## config.mk

```make
export PLATFORM = sky130hd
export DESIGN_NAME = converter_clock_distribution
export DESIGN_NICKNAME = d
export VERILOG_FILES = /design/src/clock_distribution_pkg.sv /design/src/clock_divider.sv /design/src/pll_model.sv /design/src/converter_clock_distribution.sv
export SDC_FILE = /design/constraint.sdc
export NUM_CORES = 1
export LEC_CHECK = 0
export ABC_AREA = 1
export BUFFER_PORTS_ARGS = -buffer_cell sky130_fd_sc_hd__buf_2
export CELL_PAD_IN_SITES_DETAIL_PLACEMENT = 0
export CELL_PAD_IN_SITES_GLOBAL_PLACEMENT = 1
export CORE_MARGIN = 3
export CORE_UTILIZATION = 25
export CTS_CLUSTER_SIZE = 28
export DETAILED_ROUTE_END_ITERATION = 8
export PLACE_DENSITY = 0.61
export SYNTH_ARGS = -nofsm -noshare
export SYNTH_HDL_FRONTEND = slang
export SYNTH_SLANG_ARGS = --single-unit
export TNS_END_PERCENT = 20
```

## constraint.sdc

```tcl
create_clock -name clock -period 9 [get_ports clock]
set_input_delay 1.8 -clock clock [delete_from_list [all_inputs] [get_ports clock]]
set_output_delay 1.8 -clock clock [all_outputs]
set_load 0.1 [all_outputs]
```

## src/clock_distribution_pkg.sv

```systemverilog
// Shared constants and types for the converter clock distribution block.
package clock_distribution_pkg;

	// Register indices; the byte address of each register is four times its index.
	localparam logic [5:0] REG_INTF_CTRL   = 6'h01;
	localparam logic [5:0] REG_POWER_CTRL  = 6'h02;
	localparam logic [5:0] REG_TX_CTRL     = 6'h13;
	localparam logic [5:0] REG_PLL_CTRL    = 6'h15;
	localparam logic [5:0] REG_PIN_SRC     = 6'h16;
	localparam logic [5:0] REG_DATA_CONFIG = 6'h20;
	localparam logic [5:0] REG_STATUS      = 6'h21;

	// Interface control register fields.
	localparam int CLK_MODE_LSB     = 5;
	localparam int CLK_MODE_MSB     = 7;
	localparam int PIN_TWO_CLK_EN   = 2;
	localparam int PIN_THREE_INVERT = 1;

	// Power control register field.
	localparam int PLL_POWER_DOWN = 2;

	// Transmit control register field.
	localparam int INTERP_LSB = 0;
	localparam int INTERP_MSB = 1;

	// PLL control register fields.
	localparam int PLL_BYPASS  = 7;
	localparam int ADC_DIV     = 5;
	localparam int ALT_TIMING  = 4;
	localparam int PLL_DIV5    = 3;
	localparam int PLL_MULT_LSB = 0;
	localparam int PLL_MULT_MSB = 2;

	// Pin source register field.
	localparam int PLL_TO_PIN_TWO = 5;

	// Data configuration register fields.
	localparam int FULL_DUPLEX_BIT = 0;
	localparam int BUS_WIDE_BIT    = 1;

	// Status register fields.
	localparam int STAT_MODE_LSB = 0;
	localparam int STAT_MODE_MSB = 6;
	localparam int STAT_LOCKED   = 8;
	localparam int STAT_TIED     = 9;

	// Reset values of the writable fields.
	localparam logic [2:0] CLK_MODE_RESET = 3'h0;
	localparam logic [2:0] PLL_MULT_RESET = 3'h0;
	localparam logic [1:0] INTERP_RESET   = 2'h0;
	localparam logic       BIT_RESET      = 1'b0;

	// Clock-mode field codes.
	localparam logic [2:0] CLK_MODE_DEFAULT  = 3'h0;
	localparam logic [2:0] CLK_MODE_OPTIONAL = 3'h1;
	localparam logic [2:0] CLK_MODE_CLONE    = 3'h2;

	// Multiplier field codes and the largest shift they select.
	localparam logic [2:0] PLL_MULT_MAX_CODE = 3'h4;

	// Interpolation field codes.
	localparam logic [1:0] INTERP_1X = 2'h0;
	localparam logic [1:0] INTERP_2X = 2'h1;
	localparam logic [1:0] INTERP_4X = 2'h2;

	// Divider ratios.
	localparam logic [2:0] DIV_NONE = 3'h1;
	localparam logic [2:0] DIV_TWO  = 3'h2;
	localparam logic [2:0] DIV_FOUR = 3'h4;
	localparam logic [2:0] DIV_FIVE = 3'h5;

	typedef enum logic [6:0] {
		MODE_1  = 7'h01,
		MODE_2  = 7'h02,
		MODE_4  = 7'h04,
		MODE_5  = 7'h08,
		MODE_7  = 7'h10,
		MODE_8  = 7'h20,
		MODE_10 = 7'h40
	} mode_t;

endpackage

```

## src/clock_divider.sv

```systemverilog
// Divides a sampled clock, given as level and rise pulse, by a run-time ratio.
`timescale 1ns/100ps
`default_nettype none
module clock_divider #(
	parameter int WIDTH = 3
) (
	input  wire logic             clock,
	input  wire logic             srst,
	input  wire logic [WIDTH-1:0] divisor,
	input  wire logic             inLevel,
	input  wire logic             inRise,
	output logic                  outLevel,
	output logic                  outRise
);
	if (WIDTH < 2) begin
		$error("clock_divider needs WIDTH of at least 2");
	end

	logic [WIDTH-1:0] count_r;
	logic [WIDTH-1:0] count_nxt;
	logic             level_r;
	logic             rise_r;
	logic             bypass;

	assign bypass = (divisor <= WIDTH'(1));
	assign count_nxt = (count_r + WIDTH'(1) >= divisor) ? '0 : count_r + WIDTH'(1);

	always_ff @(posedge clock) begin
		if (srst || bypass) begin
			count_r <= '0;
			level_r <= 1'b0;
			rise_r  <= 1'b0;
		end else if (inRise) begin
			count_r <= count_nxt;
			level_r <= (count_r < (divisor >> 1));
			rise_r  <= (count_r == '0);
		end else begin
			rise_r <= 1'b0;
		end
	end

	assign outLevel = bypass ? inLevel : level_r;
	assign outRise  = bypass ? inRise : rise_r;
endmodule
`default_nettype wire

```

## src/pll_model.sv

```systemverilog
// Cycle-level multiplier model: locks its output period to the reference period.
`timescale 1ns/100ps
`default_nettype none
module pll_model #(
	parameter int PERIOD_WIDTH = 16
) (
	input  wire logic       clock,
	input  wire logic       srst,
	input  wire logic       refRise,
	input  wire logic [2:0] multShift,
	input  wire logic       powerDown,
	output logic            outLevel,
	output logic            outRise,
	output logic            locked
);
	if (PERIOD_WIDTH < 4) begin
		$error("pll_model needs PERIOD_WIDTH of at least 4");
	end

	localparam logic [PERIOD_WIDTH-1:0] MIN_PERIOD = PERIOD_WIDTH'(2);

	logic [PERIOD_WIDTH-1:0] refCount_r;
	logic [PERIOD_WIDTH-1:0] period_r;
	logic [PERIOD_WIDTH-1:0] phase_r;
	logic [PERIOD_WIDTH-1:0] phaseNext;
	logic [PERIOD_WIDTH-1:0] scaled;
	logic [PERIOD_WIDTH-1:0] outPeriod;
	logic [1:0]              seen_r;

	assign scaled    = period_r >> multShift;
	assign outPeriod = (scaled < MIN_PERIOD) ? MIN_PERIOD : scaled;
	assign phaseNext = phase_r + PERIOD_WIDTH'(1);
	assign locked    = seen_r[1];

	// The reference period is measured from rise to rise.
	always_ff @(posedge clock) begin
		if (srst || powerDown) begin
			refCount_r <= '0;
			period_r   <= '0;
			seen_r     <= 2'h0;
		end else if (refRise) begin
			refCount_r <= PERIOD_WIDTH'(1);
			period_r   <= refCount_r;
			seen_r     <= {seen_r[1] | seen_r[0], 1'b1};
		end else if (refCount_r != '1) begin
			refCount_r <= refCount_r + PERIOD_WIDTH'(1);
		end
	end

	// Every reference rise realigns the output phase.
	always_ff @(posedge clock) begin
		if (srst || powerDown || !locked) begin
			phase_r  <= '0;
			outLevel <= 1'b0;
			outRise  <= 1'b0;
		end else if (refRise || phaseNext >= outPeriod) begin
			phase_r  <= '0;
			outLevel <= 1'b1;
			outRise  <= 1'b1;
		end else begin
			phase_r  <= phaseNext;
			outLevel <= (phaseNext < (outPeriod >> 1));
			outRise  <= 1'b0;
		end
	end
endmodule
`default_nettype wire

```

## src/converter_clock_distribution.sv

```systemverilog
// Clock distribution, multiplier, dividers and interface pin formatter of the converter.
//
// Contract
// - Timing bit picks Rx source; normal uses reference.
// - Alternate mode: PLL drives Rx and Tx clocks.
// - PLL multiplies 1-16x, bypass and power-down bits.
// - Optional divide-by-5 follows the PLL output.
// - Normal Rx clock is Rx reference, optionally halved.
// - Alternate Rx clock is Tx reference times PLL.
// - Rx clock ignores interleaved or parallel data.
// - DAC clock is Tx reference times PLL setting.
// - Parallel Tx data clock is DAC over interpolation.
// - Interleaved Tx data clock doubles that rate; at 1x it stays at the DAC rate.
// - Mode field zero picks mode 1, 4, 7.
// - Mode field selects optional modes 2, 5, 8, 10.
// - Pin functions follow mode, duplex and bus width.
// - Half duplex: pin one is direction input.
// - Modes 2, 5, 8 tie reference inputs together.
// - Pin two clock runs at reference or DAC rate; in mode 2 the code drives receive sync there, at half the ADC clock rate.
// - Outside full duplex, enable bit drives pin two.
// - Full duplex: pin two clocks, enable bit inverts.
// - Multiplier codes 000 to 100 give 1 to 16.
// - ADC divide bit halves the converter clock.
// - Divide-by-5 bit divides PLL block output by five.
// - Source bit picks reference or PLL for pin two; the code ignores it in full duplex.
`timescale 1ns/100ps
`default_nettype none
module converter_clock_distribution #(
	parameter int PERIOD_WIDTH = 16
) (
	input  wire logic        clock,
	input  wire logic        srst,
	input  wire logic [5:0]  address,
	input  wire logic        read,
	input  wire logic        write,
	input  wire logic [31:0] writedata,
	output logic      [31:0] readdata,
	output logic             waitrequest,
	input  wire logic        rxRefClockInput,
	input  wire logic        txRefClockInput,
	input  wire logic        intfPinOneIn,
	output logic             intfPinOneOut,
	output logic             intfPinOneOe,
	output logic             intfPinTwoOut,
	output logic             intfPinTwoOe,
	output logic             intfPinThreeOut,
	output logic             adcClock,
	output logic             dacClock
);
	if (PERIOD_WIDTH < 4 || PERIOD_WIDTH > 24) begin
		$error("PERIOD_WIDTH must lie between 4 and 24");
	end

	// Configuration fields.
	logic [2:0] clkMode_r;
	logic       pinTwoClkEn_r;
	logic       pinThreeInvert_r;
	logic       pllPowerDown_r;
	logic [1:0] interp_r;
	logic       pllBypass_r;
	logic       adcDiv_r;
	logic       altTiming_r;
	logic       pllDiv5_r;
	logic [2:0] pllMult_r;
	logic       pllToPinTwo_r;
	logic       fullDuplex_r;
	logic       busWide_r;

	// Bus answer state.
	logic        accessDone;
	logic [31:0] readValue;

	// Sampled reference edges.
	logic rxRefPrev_r;
	logic txRefPrev_r;
	logic effRxLevel;
	logic effRxRise;
	logic txRise;

	// Clock tree nodes as level and rise pulse, plus the lock flag, multiplier shift and divider ratios.
	logic       pllLevel;
	logic       pllRise;
	logic       pllLocked;
	logic       preDivLevel;
	logic       preDivRise;
	logic       blockLevel;
	logic       blockRise;
	logic       rxPathLevel;
	logic       rxPathRise;
	logic       rxClkLevel;
	logic       rxClkRise;
	logic       txDataLevel;
	logic       txDataRise;
	logic [2:0] multShift;
	logic [2:0] interpRatio;
	logic [2:0] txDataRatio;

	// Formatter state.
	clock_distribution_pkg::mode_t activeMode;
	logic refsTied;
	logic interleavedTx;
	logic transmit_sync_out_r;
	logic receive_sync_out_r;
	logic pinTwoSel;

	// Register writes take effect at the edge where the master sees waitrequest low.
	assign accessDone = (read || write) && !waitrequest;

	always_ff @(posedge clock) begin
		if (srst) begin
			clkMode_r        <= clock_distribution_pkg::CLK_MODE_RESET;
			pinTwoClkEn_r    <= clock_distribution_pkg::BIT_RESET;
			pinThreeInvert_r <= clock_distribution_pkg::BIT_RESET;
			pllPowerDown_r   <= clock_distribution_pkg::BIT_RESET;
			interp_r         <= clock_distribution_pkg::INTERP_RESET;
			pllBypass_r      <= clock_distribution_pkg::BIT_RESET;
			adcDiv_r         <= clock_distribution_pkg::BIT_RESET;
			altTiming_r      <= clock_distribution_pkg::BIT_RESET;
			pllDiv5_r        <= clock_distribution_pkg::BIT_RESET;
			pllMult_r        <= clock_distribution_pkg::PLL_MULT_RESET;
			pllToPinTwo_r    <= clock_distribution_pkg::BIT_RESET;
			fullDuplex_r     <= clock_distribution_pkg::BIT_RESET;
			busWide_r        <= clock_distribution_pkg::BIT_RESET;
		end else if (write && accessDone) begin
			case (address)
				clock_distribution_pkg::REG_INTF_CTRL: begin
					clkMode_r <= writedata[clock_distribution_pkg::CLK_MODE_MSB:
						clock_distribution_pkg::CLK_MODE_LSB];
					pinTwoClkEn_r    <= writedata[clock_distribution_pkg::PIN_TWO_CLK_EN];
					pinThreeInvert_r <= writedata[clock_distribution_pkg::PIN_THREE_INVERT];
				end
				clock_distribution_pkg::REG_POWER_CTRL: begin
					pllPowerDown_r <= writedata[clock_distribution_pkg::PLL_POWER_DOWN];
				end
				clock_distribution_pkg::REG_TX_CTRL: begin
					interp_r <= writedata[clock_distribution_pkg::INTERP_MSB:
						clock_distribution_pkg::INTERP_LSB];
				end
				clock_distribution_pkg::REG_PLL_CTRL: begin
					pllBypass_r <= writedata[clock_distribution_pkg::PLL_BYPASS];
					adcDiv_r    <= writedata[clock_distribution_pkg::ADC_DIV];
					altTiming_r <= writedata[clock_distribution_pkg::ALT_TIMING];
					pllDiv5_r   <= writedata[clock_distribution_pkg::PLL_DIV5];
					pllMult_r   <= writedata[clock_distribution_pkg::PLL_MULT_MSB:
						clock_distribution_pkg::PLL_MULT_LSB];
				end
				clock_distribution_pkg::REG_PIN_SRC: begin
					pllToPinTwo_r <= writedata[clock_distribution_pkg::PLL_TO_PIN_TWO];
				end
				clock_distribution_pkg::REG_DATA_CONFIG: begin
					fullDuplex_r <= writedata[clock_distribution_pkg::FULL_DUPLEX_BIT];
					busWide_r    <= writedata[clock_distribution_pkg::BUS_WIDE_BIT];
				end
				default: begin
				end
			endcase
		end
	end

	always_comb begin
		readValue = 32'h0;
		case (address)
			clock_distribution_pkg::REG_INTF_CTRL: begin
				readValue[clock_distribution_pkg::CLK_MODE_MSB:
					clock_distribution_pkg::CLK_MODE_LSB] = clkMode_r;
				readValue[clock_distribution_pkg::PIN_TWO_CLK_EN]   = pinTwoClkEn_r;
				readValue[clock_distribution_pkg::PIN_THREE_INVERT] = pinThreeInvert_r;
			end
			clock_distribution_pkg::REG_POWER_CTRL: begin
				readValue[clock_distribution_pkg::PLL_POWER_DOWN] = pllPowerDown_r;
			end
			clock_distribution_pkg::REG_TX_CTRL: begin
				readValue[clock_distribution_pkg::INTERP_MSB:
					clock_distribution_pkg::INTERP_LSB] = interp_r;
			end
			clock_distribution_pkg::REG_PLL_CTRL: begin
				readValue[clock_distribution_pkg::PLL_BYPASS] = pllBypass_r;
				readValue[clock_distribution_pkg::ADC_DIV]    = adcDiv_r;
				readValue[clock_distribution_pkg::ALT_TIMING] = altTiming_r;
				readValue[clock_distribution_pkg::PLL_DIV5]   = pllDiv5_r;
				readValue[clock_distribution_pkg::PLL_MULT_MSB:
					clock_distribution_pkg::PLL_MULT_LSB] = pllMult_r;
			end
			clock_distribution_pkg::REG_PIN_SRC: begin
				readValue[clock_distribution_pkg::PLL_TO_PIN_TWO] = pllToPinTwo_r;
			end
			clock_distribution_pkg::REG_DATA_CONFIG: begin
				readValue[clock_distribution_pkg::FULL_DUPLEX_BIT] = fullDuplex_r;
				readValue[clock_distribution_pkg::BUS_WIDE_BIT]    = busWide_r;
			end
			clock_distribution_pkg::REG_STATUS: begin
				readValue[clock_distribution_pkg::STAT_MODE_MSB:
					clock_distribution_pkg::STAT_MODE_LSB] = activeMode;
				readValue[clock_distribution_pkg::STAT_LOCKED] = pllLocked;
				readValue[clock_distribution_pkg::STAT_TIED]   = refsTied;
			end
			default: begin
			end
		endcase
	end

	// One wait cycle per access; waitrequest rests high between accesses.
	always_ff @(posedge clock) begin
		if (srst) begin
			waitrequest <= 1'b1;
			readdata    <= 32'h0;
		end else if ((read || write) && waitrequest) begin
			waitrequest <= 1'b0;
			readdata    <= read ? readValue : 32'h0;
		end else begin
			waitrequest <= 1'b1;
		end
	end

	// Mode decode from field, duplex and bus width.
	always_comb begin
		case ({fullDuplex_r, busWide_r})
			2'b10, 2'b11: begin
				activeMode = (clkMode_r == clock_distribution_pkg::CLK_MODE_OPTIONAL) ?
					clock_distribution_pkg::MODE_2 : clock_distribution_pkg::MODE_1;
			end
			2'b01: begin
				activeMode = (clkMode_r == clock_distribution_pkg::CLK_MODE_OPTIONAL) ?
					clock_distribution_pkg::MODE_5 : clock_distribution_pkg::MODE_4;
			end
			default: begin
				if (clkMode_r == clock_distribution_pkg::CLK_MODE_OPTIONAL) begin
					activeMode = clock_distribution_pkg::MODE_8;
				end else if (clkMode_r == clock_distribution_pkg::CLK_MODE_CLONE) begin
					activeMode = clock_distribution_pkg::MODE_10;
				end else begin
					activeMode = clock_distribution_pkg::MODE_7;
				end
			end
		endcase
	end

	assign refsTied = (activeMode == clock_distribution_pkg::MODE_2) ||
		(activeMode == clock_distribution_pkg::MODE_5) ||
		(activeMode == clock_distribution_pkg::MODE_8);
	assign interleavedTx = !((activeMode == clock_distribution_pkg::MODE_4) ||
		(activeMode == clock_distribution_pkg::MODE_5));

	always_ff @(posedge clock) begin
		if (srst) begin
			rxRefPrev_r <= 1'b0;
			txRefPrev_r <= 1'b0;
		end else begin
			rxRefPrev_r <= rxRefClockInput;
			txRefPrev_r <= txRefClockInput;
		end
	end

	assign txRise     = txRefClockInput && !txRefPrev_r;
	assign effRxLevel = refsTied ? txRefClockInput : rxRefClockInput;
	assign effRxRise  = refsTied ? txRise : (rxRefClockInput && !rxRefPrev_r);

	// Codes above the largest one select the largest multiplier.
	assign multShift = (pllMult_r > clock_distribution_pkg::PLL_MULT_MAX_CODE) ?
		clock_distribution_pkg::PLL_MULT_MAX_CODE : pllMult_r;

	pll_model #(
		.PERIOD_WIDTH(PERIOD_WIDTH)
	) pllCore (
		.clock    (clock),
		.srst     (srst),
		.refRise  (txRise),
		.multShift(multShift),
		.powerDown(pllPowerDown_r),
		.outLevel (pllLevel),
		.outRise  (pllRise),
		.locked   (pllLocked)
	);

	assign preDivLevel = pllBypass_r ? txRefClockInput : pllLevel;
	assign preDivRise  = pllBypass_r ? txRise : pllRise;

	clock_divider #(
		.WIDTH(3)
	) divFive (
		.clock   (clock),
		.srst    (srst),
		.divisor (pllDiv5_r ? clock_distribution_pkg::DIV_FIVE :
			clock_distribution_pkg::DIV_NONE),
		.inLevel (preDivLevel),
		.inRise  (preDivRise),
		.outLevel(blockLevel),
		.outRise (blockRise)
	);

	assign rxPathLevel = altTiming_r ? blockLevel : effRxLevel;
	assign rxPathRise  = altTiming_r ? blockRise : effRxRise;

	clock_divider #(
		.WIDTH(3)
	) divAdc (
		.clock   (clock),
		.srst    (srst),
		.divisor (adcDiv_r ? clock_distribution_pkg::DIV_TWO :
			clock_distribution_pkg::DIV_NONE),
		.inLevel (rxPathLevel),
		.inRise  (rxPathRise),
		.outLevel(rxClkLevel),
		.outRise (rxClkRise)
	);

	always_comb begin
		case (interp_r)
			clock_distribution_pkg::INTERP_2X: interpRatio = clock_distribution_pkg::DIV_TWO;
			clock_distribution_pkg::INTERP_4X: interpRatio = clock_distribution_pkg::DIV_FOUR;
			default: interpRatio = clock_distribution_pkg::DIV_NONE;
		endcase
	end

	// A 1x ratio in an interleaved mode cannot be doubled and stays at the DAC rate.
	assign txDataRatio = interleavedTx ? (interpRatio >> 1) : interpRatio;

	clock_divider #(
		.WIDTH(3)
	) divTxData (
		.clock   (clock),
		.srst    (srst),
		.divisor (txDataRatio),
		.inLevel (blockLevel),
		.inRise  (blockRise),
		.outLevel(txDataLevel),
		.outRise (txDataRise)
	);

	// Sync outputs mark alternate words of the interleaved streams.
	always_ff @(posedge clock) begin
		if (srst) begin
			transmit_sync_out_r <= 1'b0;
			receive_sync_out_r <= 1'b0;
		end else begin
			if (txDataRise) begin
				transmit_sync_out_r <= !transmit_sync_out_r;
			end
			if (rxClkRise) begin
				receive_sync_out_r <= !receive_sync_out_r;
			end
		end
	end

	assign pinTwoSel = pllToPinTwo_r ? blockLevel : effRxLevel;

	// Output formatter.
	always_ff @(posedge clock) begin
		if (srst) begin
			intfPinOneOut   <= 1'b0;
			intfPinOneOe    <= 1'b0;
			intfPinTwoOut   <= 1'b0;
			intfPinTwoOe    <= 1'b0;
			intfPinThreeOut <= 1'b0;
			adcClock        <= 1'b0;
			dacClock        <= 1'b0;
		end else begin
			adcClock <= rxClkLevel;
			dacClock <= blockLevel;
			if (fullDuplex_r) begin
				intfPinOneOut <= transmit_sync_out_r;
				intfPinOneOe  <= 1'b1;
				intfPinTwoOe  <= 1'b1;
				if (activeMode == clock_distribution_pkg::MODE_2) begin
					intfPinTwoOut <= receive_sync_out_r ^ pinTwoClkEn_r;
				end else begin
					intfPinTwoOut <= effRxLevel ^ pinTwoClkEn_r;
				end
				intfPinThreeOut <= txDataLevel ^ pinThreeInvert_r;
			end else begin
				intfPinOneOut <= 1'b0;
				intfPinOneOe  <= 1'b0;
				intfPinTwoOe  <= pinTwoClkEn_r;
				intfPinTwoOut <= pinTwoClkEn_r && pinTwoSel;
				if (intfPinOneIn) begin
					intfPinThreeOut <= txDataLevel ^ pinThreeInvert_r;
				end else begin
					intfPinThreeOut <= rxClkLevel ^ pinThreeInvert_r;
				end
			end
		end
	end
endmodule
`default_nettype wire

```

=== Yosys cells after proc, flatten, opt, wreduce, memory -nomap -nowiden ===
Cells that the tools add are included.

* RAM bits: 0
* Memories kept: 0
* Register bits: 129
* Memory bits (read-only): 0
* Latch bits: 0

* Multipliers: 0
* Add/sub/neg operators: 5
* Multiplexer cells: 47
* Magnitude comparators: 13
* Eq/ne operators: 19
* Reductions and logical operators: 39
* Divide/modulo/power cells: 0
* Bitwise gates (word level): 9
* Shift operators: 1

{| class="wikitable"
|+ Operator list
! operator !! count
|-
| $add A16 B1 Y16 const B || 2
|-
| $mux W1 || 24
|-
| $eq A6 B5 Y1 const B || 3
|-
| $mux W3 || 6
|-
| $ge A16 B16 Y1 || 1
|-
| $lt A16 B15 Y1 || 1
|-
| $lt A16 B2 Y1 const B || 1
|-
| $mux W16 || 1
|-
| $ne A16 B16 Y1 const B || 1
|-
| $shr A16 B3 Y16 || 1
|-
| $mux W7 || 2
|-
| $pmux W7 S2 || 1
|-
| $reduce_or A2 Y1 || 7
|-
| $eq A6 B6 Y1 const B || 2
|-
| $pmux W1 S4 || 3
|-
| $reduce_and A2 Y1 || 6
|-
| $logic_or A1 B1 Y1 || 10
|-
| $mux W10 || 1
|-
| $add A3 B1 Y3 const B || 3
|-
| $logic_not A3 Y1 || 3
|-
| $eq A7 B2 Y1 const B || 1
|-
| $eq A7 B3 Y1 const B || 1
|-
| $eq A7 B4 Y1 const B || 1
|-
| $eq A7 B6 Y1 const B || 1
|-
| 25 further kinds || 50
|}

=== Longest topological paths before layout ===
Gate-level depths: netlist of the first run.

* Depth in word-level cells: 13
* Depth in mapped cells: 24

=== Modules after synthesis ===
A second synthesis of the first run with hierarchy kept.

* Cell total of the unflattened synthesis: 998
* Area total of the unflattened synthesis: 6754.0 um^2

{| class="wikitable"
|+ By module, submodules not included
! module !! cells an instance !! area an instance (um^2) !! times used !! seq. area each (um^2)
|-
| pll_model || 526 || 3483.3 || 1 || 1041.0
|-
| converter_clock_distribution || 310 || 2148.3 || 1 || 800.8
|-
| clock_divider || 54 || 374.1 || 3 || 100.1
|}

=== Worst setup path after synthesis of the first run ===
OpenSTA, ideal clock, no wires.

* Path type: register to register
* From: register pllCore.phase_r[0]
* To: register pllCore.phase_r[0]
* Arrival: 3375 ps
* Setup time: 66 ps
* Path slack: 5559 ps
* Path buffers: 2
* Cell stages (with the launch flop): 23
* Period minus slack after synthesis: 3441 ps
* Required time: 8934 ps
* Cell sequence: dfxtp_1 -> ha_1 -> nand2_1 -> nor2_1 -> nand3_1 -> nor2_1 -> nand3_1 -> nor2_1 -> inv_1 -> nor2_1 -> inv_1 -> nor2_1 -> nand2_1 -> xor2_1 -> ha_1 -> nand4_1 -> inv_1 -> a2111oi_0 -> nand4_1 -> or2_2 -> clkbuf_1 -> clkbuf_1 -> nor2_1

* Longest elaborated chain between the ends: 4

{| class="wikitable"
|+ Ends and longest elaborated chain
! item !! line !! source
|-
| start: declaration || pll_model.sv:24 || <nowiki>logic [PERIOD_WIDTH-1:0] phase_r;</nowiki>
|-
| start signal: assignment || pll_model.sv:61 || <nowiki>phase_r <= phaseNext;</nowiki>
|-
| $add A16 B1 Y16 || pll_model.sv:32 || <nowiki>assign phaseNext = phase_r + PERIOD_WIDTH'(1);</nowiki>
|-
| net pllCore.phaseNext[14] || pll_model.sv:25 || <nowiki>logic [PERIOD_WIDTH-1:0] phaseNext;</nowiki>
|-
| $ge A16 B16 Y1 || pll_model.sv:56 || <nowiki>end else if (refRise || phaseNext >= outPeriod) begin</nowiki>
|-
| $logic_or A1 B1 Y1 || pll_model.sv:56 ||
|-
| $reduce_or A2 Y1 (no line) || -- ||
|}

The timed path passes the listed nets, and every way through them passes these cells.
A chain may end at the register's enable or synchronous reset.

=== Worst setup path in the final report of the first run ===
* From: input port srst
* To: register pllCore.refCount_r[12]

* Longest elaborated chain between the ends: 2

{| class="wikitable"
|+ Ends and longest elaborated chain
! item !! line !! source
|-
| start: declaration || converter_clock_distribution.sv:32 || <nowiki>input wire logic srst,</nowiki>
|-
| $logic_or A1 B1 Y1 || pll_model.sv:37 || <nowiki>if (srst || powerDown) begin</nowiki>
|-
| $reduce_or A2 Y1 (no line) || -- ||
|-
| end signal: assignment || pll_model.sv:46 || <nowiki>refCount_r <= refCount_r + PERIOD_WIDTH'(1);</nowiki>
|-
| end: declaration || pll_model.sv:22 || <nowiki>logic [PERIOD_WIDTH-1:0] refCount_r;</nowiki>
|}

No other way between the ends.

==> metrics list, run 1 <==
- After detailed routing, the number of vias per cell comes to 4.450.
* Endpoint type of the worst setup path: register
* Remaining design rule violation count: 0
- The run finished with clean final reports.
- Compound-Gate Fraction of Synth Area: 15.51%
- The final critical path takes up 47.13% of the cycle.
- Family with the most delay on the worst path: buffers and inverters
- The worst setup path is of the input port to register kind.
- Area of the mapped netlist: 6203 um2
- WHS Path Cells: 2
- Summing the areas of all and, or, nand and nor instances in the mapped netlist gives 24.26% of the synthesized area.
* Global routing usage summed across all routing layers: 12.60%
* Total negative slack: 0 ns
* Crit path max fanout: 24
- For this block, the initial DRC count from the detailed router was 256.
* Clock skew: 0.006271 ns
* Share of cell area taken by muxes after synthesis: 0%
* Leading cell type in the layout, fill and taps excluded: nand2_1
- The analysis attributes to net switching a power of 0.0002794 W.
- Startpoint of the most critical hold path: pllCore.seen_r[0]$_SDFFE_PP0P_
* Comb power frac: 9.7%
- Net switching is 28.79% of the power.
- By area, the combinational part of the netlist is dominated by simple AND/OR/NAND/NOR gates.
- Setup Fix Bufs, Post-CTS: 0
* Number of buffers created by CTS: 9
- The internal portion of the total power is 0.0006909 W.
* H-Tree Level Count: 3
- Wire length reported by the detailed router: 16360 um
* Upper clock frequency limit: 235.7 MHz
- Maximum number of pins on one net before global-route repair: 25
* Critical path arrival: 4.49 ns
* Destination of the worst register-to-register timing path: pllCore.phase_r[2]$_SDFF_PP0_
- Part of the power in registers: 49.4%
* Most frequent cells in the layout: nand2_1 (167), inv_1 (154), dfxtp_1 (107)
- In this run the power density over the cells is 140.2 nW/um2.
- Counting distinct cell types in the post-synthesis netlist gives 40.
- In this run, the clock network consumes 40.9% of the power.
- The via count of the first global-routing pass is 5343.
* Slowest cell on the critical path: nor2_1
* Share of synthesized cell area in full adder, half adder and majority cells: 10.08%
* Average footprint of a synthesized cell: 6.885 um2
- Most common cell on crit path: nor2_1
- Number of violations of the max-capacitance limit: 0
* Worst-case register-to-register setup slack: 4.81 ns
* Clk_lat worst skew: 0.36 ns
- Worst Hold Class: register to register
* DR vias: 5612
* Slew Limit Headroom: 31.63%
- Final count of pins violating max slew: 0
- Die X: 163.5 um
- Hold bufs inserted after CTS: 0
* Part of the Yosys area used for sequential elements: 34.53%
- # IOs: 85
- Transition time at the pin with the least slew margin: 1.022 ns
* Startpoint of the most critical register-to-register path: pllMult_r[2]$_SDFFE_PP0P_
- Clock root cell: clkbuf_16
- Setup repair after global routing left no endpoint under its margin.
- Of the cells placed in the final design, the portion with a size suffix greater than 1 is 6.830%.
- After global routing the overflow that remains totals 0.
* Req. time, crit path: 9.24 ns
* Share of the core filled with cells in the final layout: 28.47%
- The clock passes through at most 2 buffers.
- For hold timing, the worst endpoint is pllCore.seen_r[0]$_SDFFE_PP0P_.
- Total of buffers placed on input and output ports: 38
- Seq cells post-synth: 107
- Stage delay of the slowest cell on the critical path: 0.77 ns
- Net total in the final layout: 1027
- Counting both buffers and inverters, the worst setup path holds a total of 3.
- Sink Count: 107
* TritonCTS clock tree: done
- Die Span Y: 163.5 um
- XOR/XNOR Fraction of Synth Area: 1.977%
- Clock-pin slew was measured on the worst setup and hold paths at 0.07 ns.
* First-pass GRT wire length: 27290 um
- Count of inserted antenna diode cells: 0
- The number of hold-slack violations in the final timing report came to 0.
- WL per Instance: 12.97 um
- PostCTS Resize Cnt: 0
- IR drop worst, VDD: 0.1062 mV
- Initial antenna violation count: 0
- The worst setup path is launched from an input port.
* Final Critical Period: 4.242 ns
- Synthesis warning total: 0
- Hpwl dp: 12750 um
* Cell chain of the critical path: buf_2 > nor2_1 > inv_1 > nor2_1 > clkinv_1 > a221oi_1
- Standard-cell row count: 57
- Final Setup Violations: 0
- Initial core utilization: 25.51%
* Placeable Area: 24320 um2
- Counting every instance in the synthesized netlist gives 901.
- RePlAce Congestion: 0.7776
- Area Overhead vs Synth: 11.60%
- In this run the static leakage power is 2.982 nW.
- The number of cells on the worst reg-to-reg path is 20.
- ANT nets after route: 0
* First-pass detailed-route iteration total: 4
- The die covers 26740 um2.
[sequential cells by signal (all words and copies together) (netlist names), 2 cells and up]
name                count
divFive.count_r         3
divAdc.count_r          3
pllMult_r               3
pllCore.period_r       16
interp_r                2
pllCore.seen_r          2
divTxData.count_r       3
readdata               10
pllCore.phase_r        16
clkMode_r               3
pllCore.refCount_r     16
[stage by stage]
step / cell area, um2 / total power (W) / cells / setup WS, ns / hold slack (ns)
after floorplan: 6282 / 0.0005745 / 922 / 5.559 / 0.4291
after global placement: 6636 / 0.0005859 / 1245 / 4.281 / 0.4431
after detailed placement: 6636 / 0.0005857 / 1245 / 4.313 / 0.4492
after global routing: 6923 / 0.001013 / 1261 / 4.364 / 0.4909
after CTS: 6923 / 0.0009876 / 1261 / 4.676 / 0.4618
final: 6923 / 0.0009703 / 1261 / 4.758 / 0.4572
[worst reg2reg max path: stages, from the launching register on]
cell	delay [ns]
dfxtp_1	0.69
inv_2	0.28
nand2_2	0.37
nand2_1	0.15
nand3_1	0.10
nand2_1	0.06
nor2_1	0.22
nand3_1	0.16
nor2_1	0.17
nand2_1	0.06
nand2_1	0.08
inv_1	0.05
ha_1	0.30
a21oi_1	0.15
nor2_1	0.05
a211oi_1	0.22
o221ai_1	0.17
nand2_1	0.08
nand4_1	0.12
or2_2	0.47
nor3_1	0.17
[cells by family after synthesis]
family,after synthesis
buffers and inverters,198
other,1
XOR/XNOR,14
AO/OA/AOI/OAI,171
AND/OR/NAND/NOR,360
adder cells (fa/ha/maj),50
flip-flops,107
[cell type report]
class	instances	area (um2)
timing repair buffer	39	197.7
fill	2724	17400
multi-input combinational	617	3298
clock buffer	10	239.0
inverter	158	593.1
sequential	107	2142
tap	324	405.4
clock inverter	6	47.55
[power by group through the flow]
stage          sequential, W  combinational [W]  clock [W]
2_1_floorplan       0.000497          0.0000772          0
3_3_place_gp        0.000491          0.0000951          0
3_5_place_dp        0.000491          0.0000949          0
4_1_cts             0.000480          0.0000952   0.000413
5_1_grt             0.000480           0.000103   0.000430
6_report            0.000480          0.0000944   0.000396
[synthesized netlist by cell type]
| master | instances | area share [%] |
|---|---|---|
| a2111oi_0 | 1 | 0.14 |
| a211oi_1 | 5 | 0.61 |
| a21oi_1 | 64 | 5.2 |
| a221oi_1 | 2 | 0.28 |
| a31o_2 | 1 | 0.14 |
| a31oi_1 | 4 | 0.40 |
| a32o_1 | 1 | 0.16 |
| a32oi_1 | 3 | 0.42 |
| buf_1 | 1 | 0.060 |
| buf_2 | 4 | 0.32 |
| buf_4 | 23 | 2.8 |
| buf_6 | 1 | 0.18 |
| clkbuf_1 | 11 | 0.67 |
| clkinv_1 | 3 | 0.18 |
| conb_1 | 1 | 0.060 |
| dfxtp_1 | 107 | 35 |
| ha_1 | 50 | 10 |
| inv_1 | 154 | 9.3 |
| inv_2 | 1 | 0.060 |
| nand2_1 | 167 | 10 |
| nand2_2 | 1 | 0.10 |
| nand3_1 | 57 | 4.6 |
| nand3b_1 | 1 | 0.12 |
| nand4_1 | 10 | 1.0 |
| nor2_1 | 97 | 5.9 |
| nor2_4 | 1 | 0.18 |
| nor3_1 | 17 | 1.4 |
| nor4_1 | 4 | 0.40 |
| o2111ai_1 | 2 | 0.28 |
| o211ai_1 | 2 | 0.24 |
| o21a_1 | 1 | 0.12 |
| o21ai_0 | 58 | 4.7 |
| o21ai_1 | 2 | 0.16 |
| o221ai_1 | 2 | 0.28 |
| o22ai_1 | 20 | 2.0 |
| o31ai_1 | 1 | 0.12 |
| o32ai_1 | 2 | 0.28 |
| or2_2 | 5 | 0.50 |
| xnor2_1 | 2 | 0.28 |
| xor2_1 | 12 | 1.7 |
[metal layers]
layer | up-vias | global-route usage (%) | share of wire, %
li1 | 2959 | - | -
met1 | 2572 | 17.13 | 50
met2 | 69 | 20.99 | 47
met3 | 12 | 1.978 | 2.3
met4 | 0 | 2.922 | 1.1
met5 | - | 0 | 0
[how the worst max path moves through the flow]
| stage | start | end | slack [ns] | depth (start not counted) |
|---|---|---|---|---|
| global route | pllMult_r[2]$_SDFFE_PP0P_ | pllCore.phase_r[9]$_SDFF_PP0_ | 4.36 | 20 |
| finish | srst | pllCore.refCount_r[12]$_SDFFE_PP0P_ | 4.76 | 6 |
| global placement | srst | pllCore.refCount_r[12]$_SDFFE_PP0P_ | 4.28 | 6 |
| CTS | srst | pllCore.refCount_r[12]$_SDFFE_PP0P_ | 4.68 | 6 |
| detailed placement | srst | pllCore.refCount_r[12]$_SDFFE_PP0P_ | 4.31 | 6 |
| floorplan | pllCore.phase_r[0]$_SDFF_PP0_ | pllCore.phase_r[0]$_SDFF_PP0_ | 5.56 | 22 |
Note: power is estimated with default switching activity, not from simulation.
==> run 2: changes to the inputs <==
Settings changed: PLACE_DENSITY 0.61 to 0.63.
Clock period 9 ns to 3.8 ns, I/O delays scaled along.
==> run 2 against run 1 <==
Net effect: utilization rose by 1.1 points; critical path type is now register to register; final area grew 4.0%; critical path depth rose by 16; hold slack got worse by 0.0063 ns; sequential power increased by 140%; non-clock buffer count increased by 22; critical endpoint is now pllCore.phase_r[14]$_SDFF_PP0_; wire length is 1.1% higher; via count increased by 0.45%; sequential share of layout area fell by 1.2 points; die area did not move; sequential cell count unchanged; combinational power up 150%.
==> metrics list, run 2 (synthesis results as in run 1) <==
- Clock-pin slew was measured on the worst setup and hold paths at 0.08 ns.
* Number of violations of the max-capacitance limit: 0
- WHS Path Cells: 2
- Critical path arrival: 3.75 ns
- Maximum number of pins on one net before global-route repair: 24
- Final design instance area without fill: 7197 um2
* Initial core utilization: 25.51%
- Along the worst path, the maximum fanout reaches 8.
* Placed cell area: 6787 um2
- Most frequent cells in the layout: nand2_1 (167), inv_1 (154), dfxtp_1 (107)
- Number of cells on the worst reg-to-reg path: 22
- The H-tree was split into 3 levels.
* Transition time at the pin with the least slew margin: 0.7549 ns
- In the final layout, the registers with the most flip-flops are pllCore.period_r (16), pllCore.phase_r (16), pllCore.refCount_r (16).
* DR vias: 5637
- In the final routed layout, each cell accounts on average for 12.88 um.
- Counting the buffers created by CTS gives 9.
- Once detailed placement completed, the half-perimeter wirelength came to 12700 um.
- Area Overhead vs Synth: 16.01%
* Count of inserted antenna diode cells: 0
- The clock passes through at most 2 buffers.
* Crit share post-route: 90.61%
- Die Span Y: 163.5 um
- Final hold analysis gives a worst-case slack of 0.4510 ns.
- Endpoint type of the worst setup path: register
* # IOs: 85
- The initial antenna violation count was 0.
- Clock tree synthesis selected as its root buffer the cell clkbuf_16.
- First-pass GRT wire length: 26820 um
- Crit path setup slack, layout: 0.3567 ns
- The count of nets left with antenna violations once routing finished came out at 0.
- Result of the run: complete, no violations
- Wire length reported by the detailed router: 16530 um
* Remaining design rule violation count: 0
- Sink Count: 107
- Headroom to the max-slew limit came out at 49.14%.
* Endpoints failing hold: 0
- Row generation in the floorplan step produced 57 rows.
- Leading cell type in the layout, fill and taps excluded: nand2_1
- The via count of the first global-routing pass came to 5334.
- Summed over all cells, the static leakage comes to 3.129 nW.
- Final Setup Violations: 0
- Clock skew: 0.007062 ns
- After the last flow step, the layout net total stands at 1050.
* Final cell count without fillers: 1284
- Global routing usage summed across all routing layers: 12.46%
- Die X: 163.5 um
* Total negative slack: 0 ns
- Share of final-layout standard cells stronger than drive strength 1: 9.792%
- Total of buffers placed on input and output ports: 38
- Number of placed instances with taps included: 1265
* Placeable Area: 24320 um2
- Final Critical Period: 3.443 ns
- First-pass detailed-route iteration total: 5
- Data on the critical path is required at its endpoint by 4.11 ns.
- Count of fill cells added during filler insertion: 2719
- Routability-driven placement finished with a final weighted congestion of 0.7850.
- RSZ-0062 raised after global routing: no
- Overflow left after global routing: 0
- For this run, the top clock speed supported by timing is 290.4 MHz.
* TritonCTS clock tree: done
* IR drop worst, VDD: 0.2049 mV
- Drt via density: 4.390
* Starting DRT DRC Count: 282
- The worst setup path is launched from a register.
* Critical path type: register to register
- Power density over the cells: 349.9 nW/um2
- Timing analysis after detailed placement gives a worst setup slack of 0.1717 ns.
- Worst Hold Class: register to register
- Clk_lat worst skew: 0.37 ns
* Area of the die: 26740 um2
- The final max-slew violation count was 0.
==> run 2: changes by cell type in the layout (fill, tap and decap cells not counted), moves of 2 or more <==
| cell | delta |
|---|---|
| or2_4 | +2 |
| buf_4 | +22 |
| bufinv_16 | +3 |
| nor2_1 | -5 |
| clkinv_2 | -2 |
| nor2_2 | +5 |
==> run 2: metrics by stage <==
stage               utilization (%)  total power, W
global placement              27.91        0.001391
global route                  29.59        0.002608
CTS                           29.38        0.002551
floorplan                         -        0.001361
detailed placement            27.91        0.001391
finish                        29.59        0.002518
==> run 2: worst paths after layout <==
kind	slack [ns]	end	startpoint
worst min-delay path	0.45	pllCore.seen_r[0]$_SDFFE_PP0P_	pllCore.seen_r[0]$_SDFFE_PP0P_
worst max register to register	0.36	pllCore.phase_r[14]$_SDFF_PP0_	pllCore.phase_r[0]$_SDFF_PP0_
worst min register to register	0.45	pllCore.seen_r[0]$_SDFFE_PP0P_	pllCore.seen_r[0]$_SDFFE_PP0P_
worst max-delay path	0.36	pllCore.phase_r[14]$_SDFF_PP0_	pllCore.phase_r[0]$_SDFF_PP0_
==> run 2: worst max-delay path, cell delays in order (launching register included) <==
cell       delay (ns)
dfxtp_1          0.38
ha_1             0.19
nand2_1          0.07
nor2_1           0.13
nand3_1          0.14
nor2_2           0.15
nand3_1          0.11
nor2_1           0.10
inv_1            0.06
nor2_1           0.09
inv_1            0.06
nand2_1          0.05
inv_1            0.03
or2_2            0.27
inv_1            0.11
ha_1             0.24
nand4_1          0.11
inv_1            0.06
a2111oi_2        0.35
nand4_1          0.15
buf_4            0.17
or2_4            0.29
nor2_1           0.09
==> run 2: power breakdown <==
| part | internal, W | total, W | switching, W |
|---|---|---|---|
| registers | 0.00113 | 0.00114 | 0.00000463 |
| clock network | 0.000672 | 0.00115 | 0.000477 |
| logic | 0.0000412 | 0.000234 | 0.000193 |
==> run 2: timing repair <==
item,CTS,global route
setup buffers,0,2
hold buffers,0,0
endpoints found under the setup margin,0,16
resized for setup,0,10
==> run 2: routing by layer <==
metal	wire length, um	vias up	GRT usage [%]
li1	-	2996	-
met1	8227	2545	16.41
met2	7615	84	21.05
met3	510	12	2.283
met4	179	0	3.114
met5	0	-	0
==> run 2: area by class of cell <==
| type | instances | area [um2] | area share, % |
|---|---|---|---|
| Clock buffer | 10 | 239.0 | 3.321 |
| Clock inverter | 6 | 118.9 | 1.652 |
| Inverter | 158 | 593.1 | 8.241 |
| Multi-Input combinational cell | 618 | 3336 | 46.35 |
| Sequential cell | 107 | 2142 | 29.76 |
| Tap cell | 324 | 405.4 | 5.633 |
| Timing Repair Buffer | 61 | 362.8 | 5.042 |
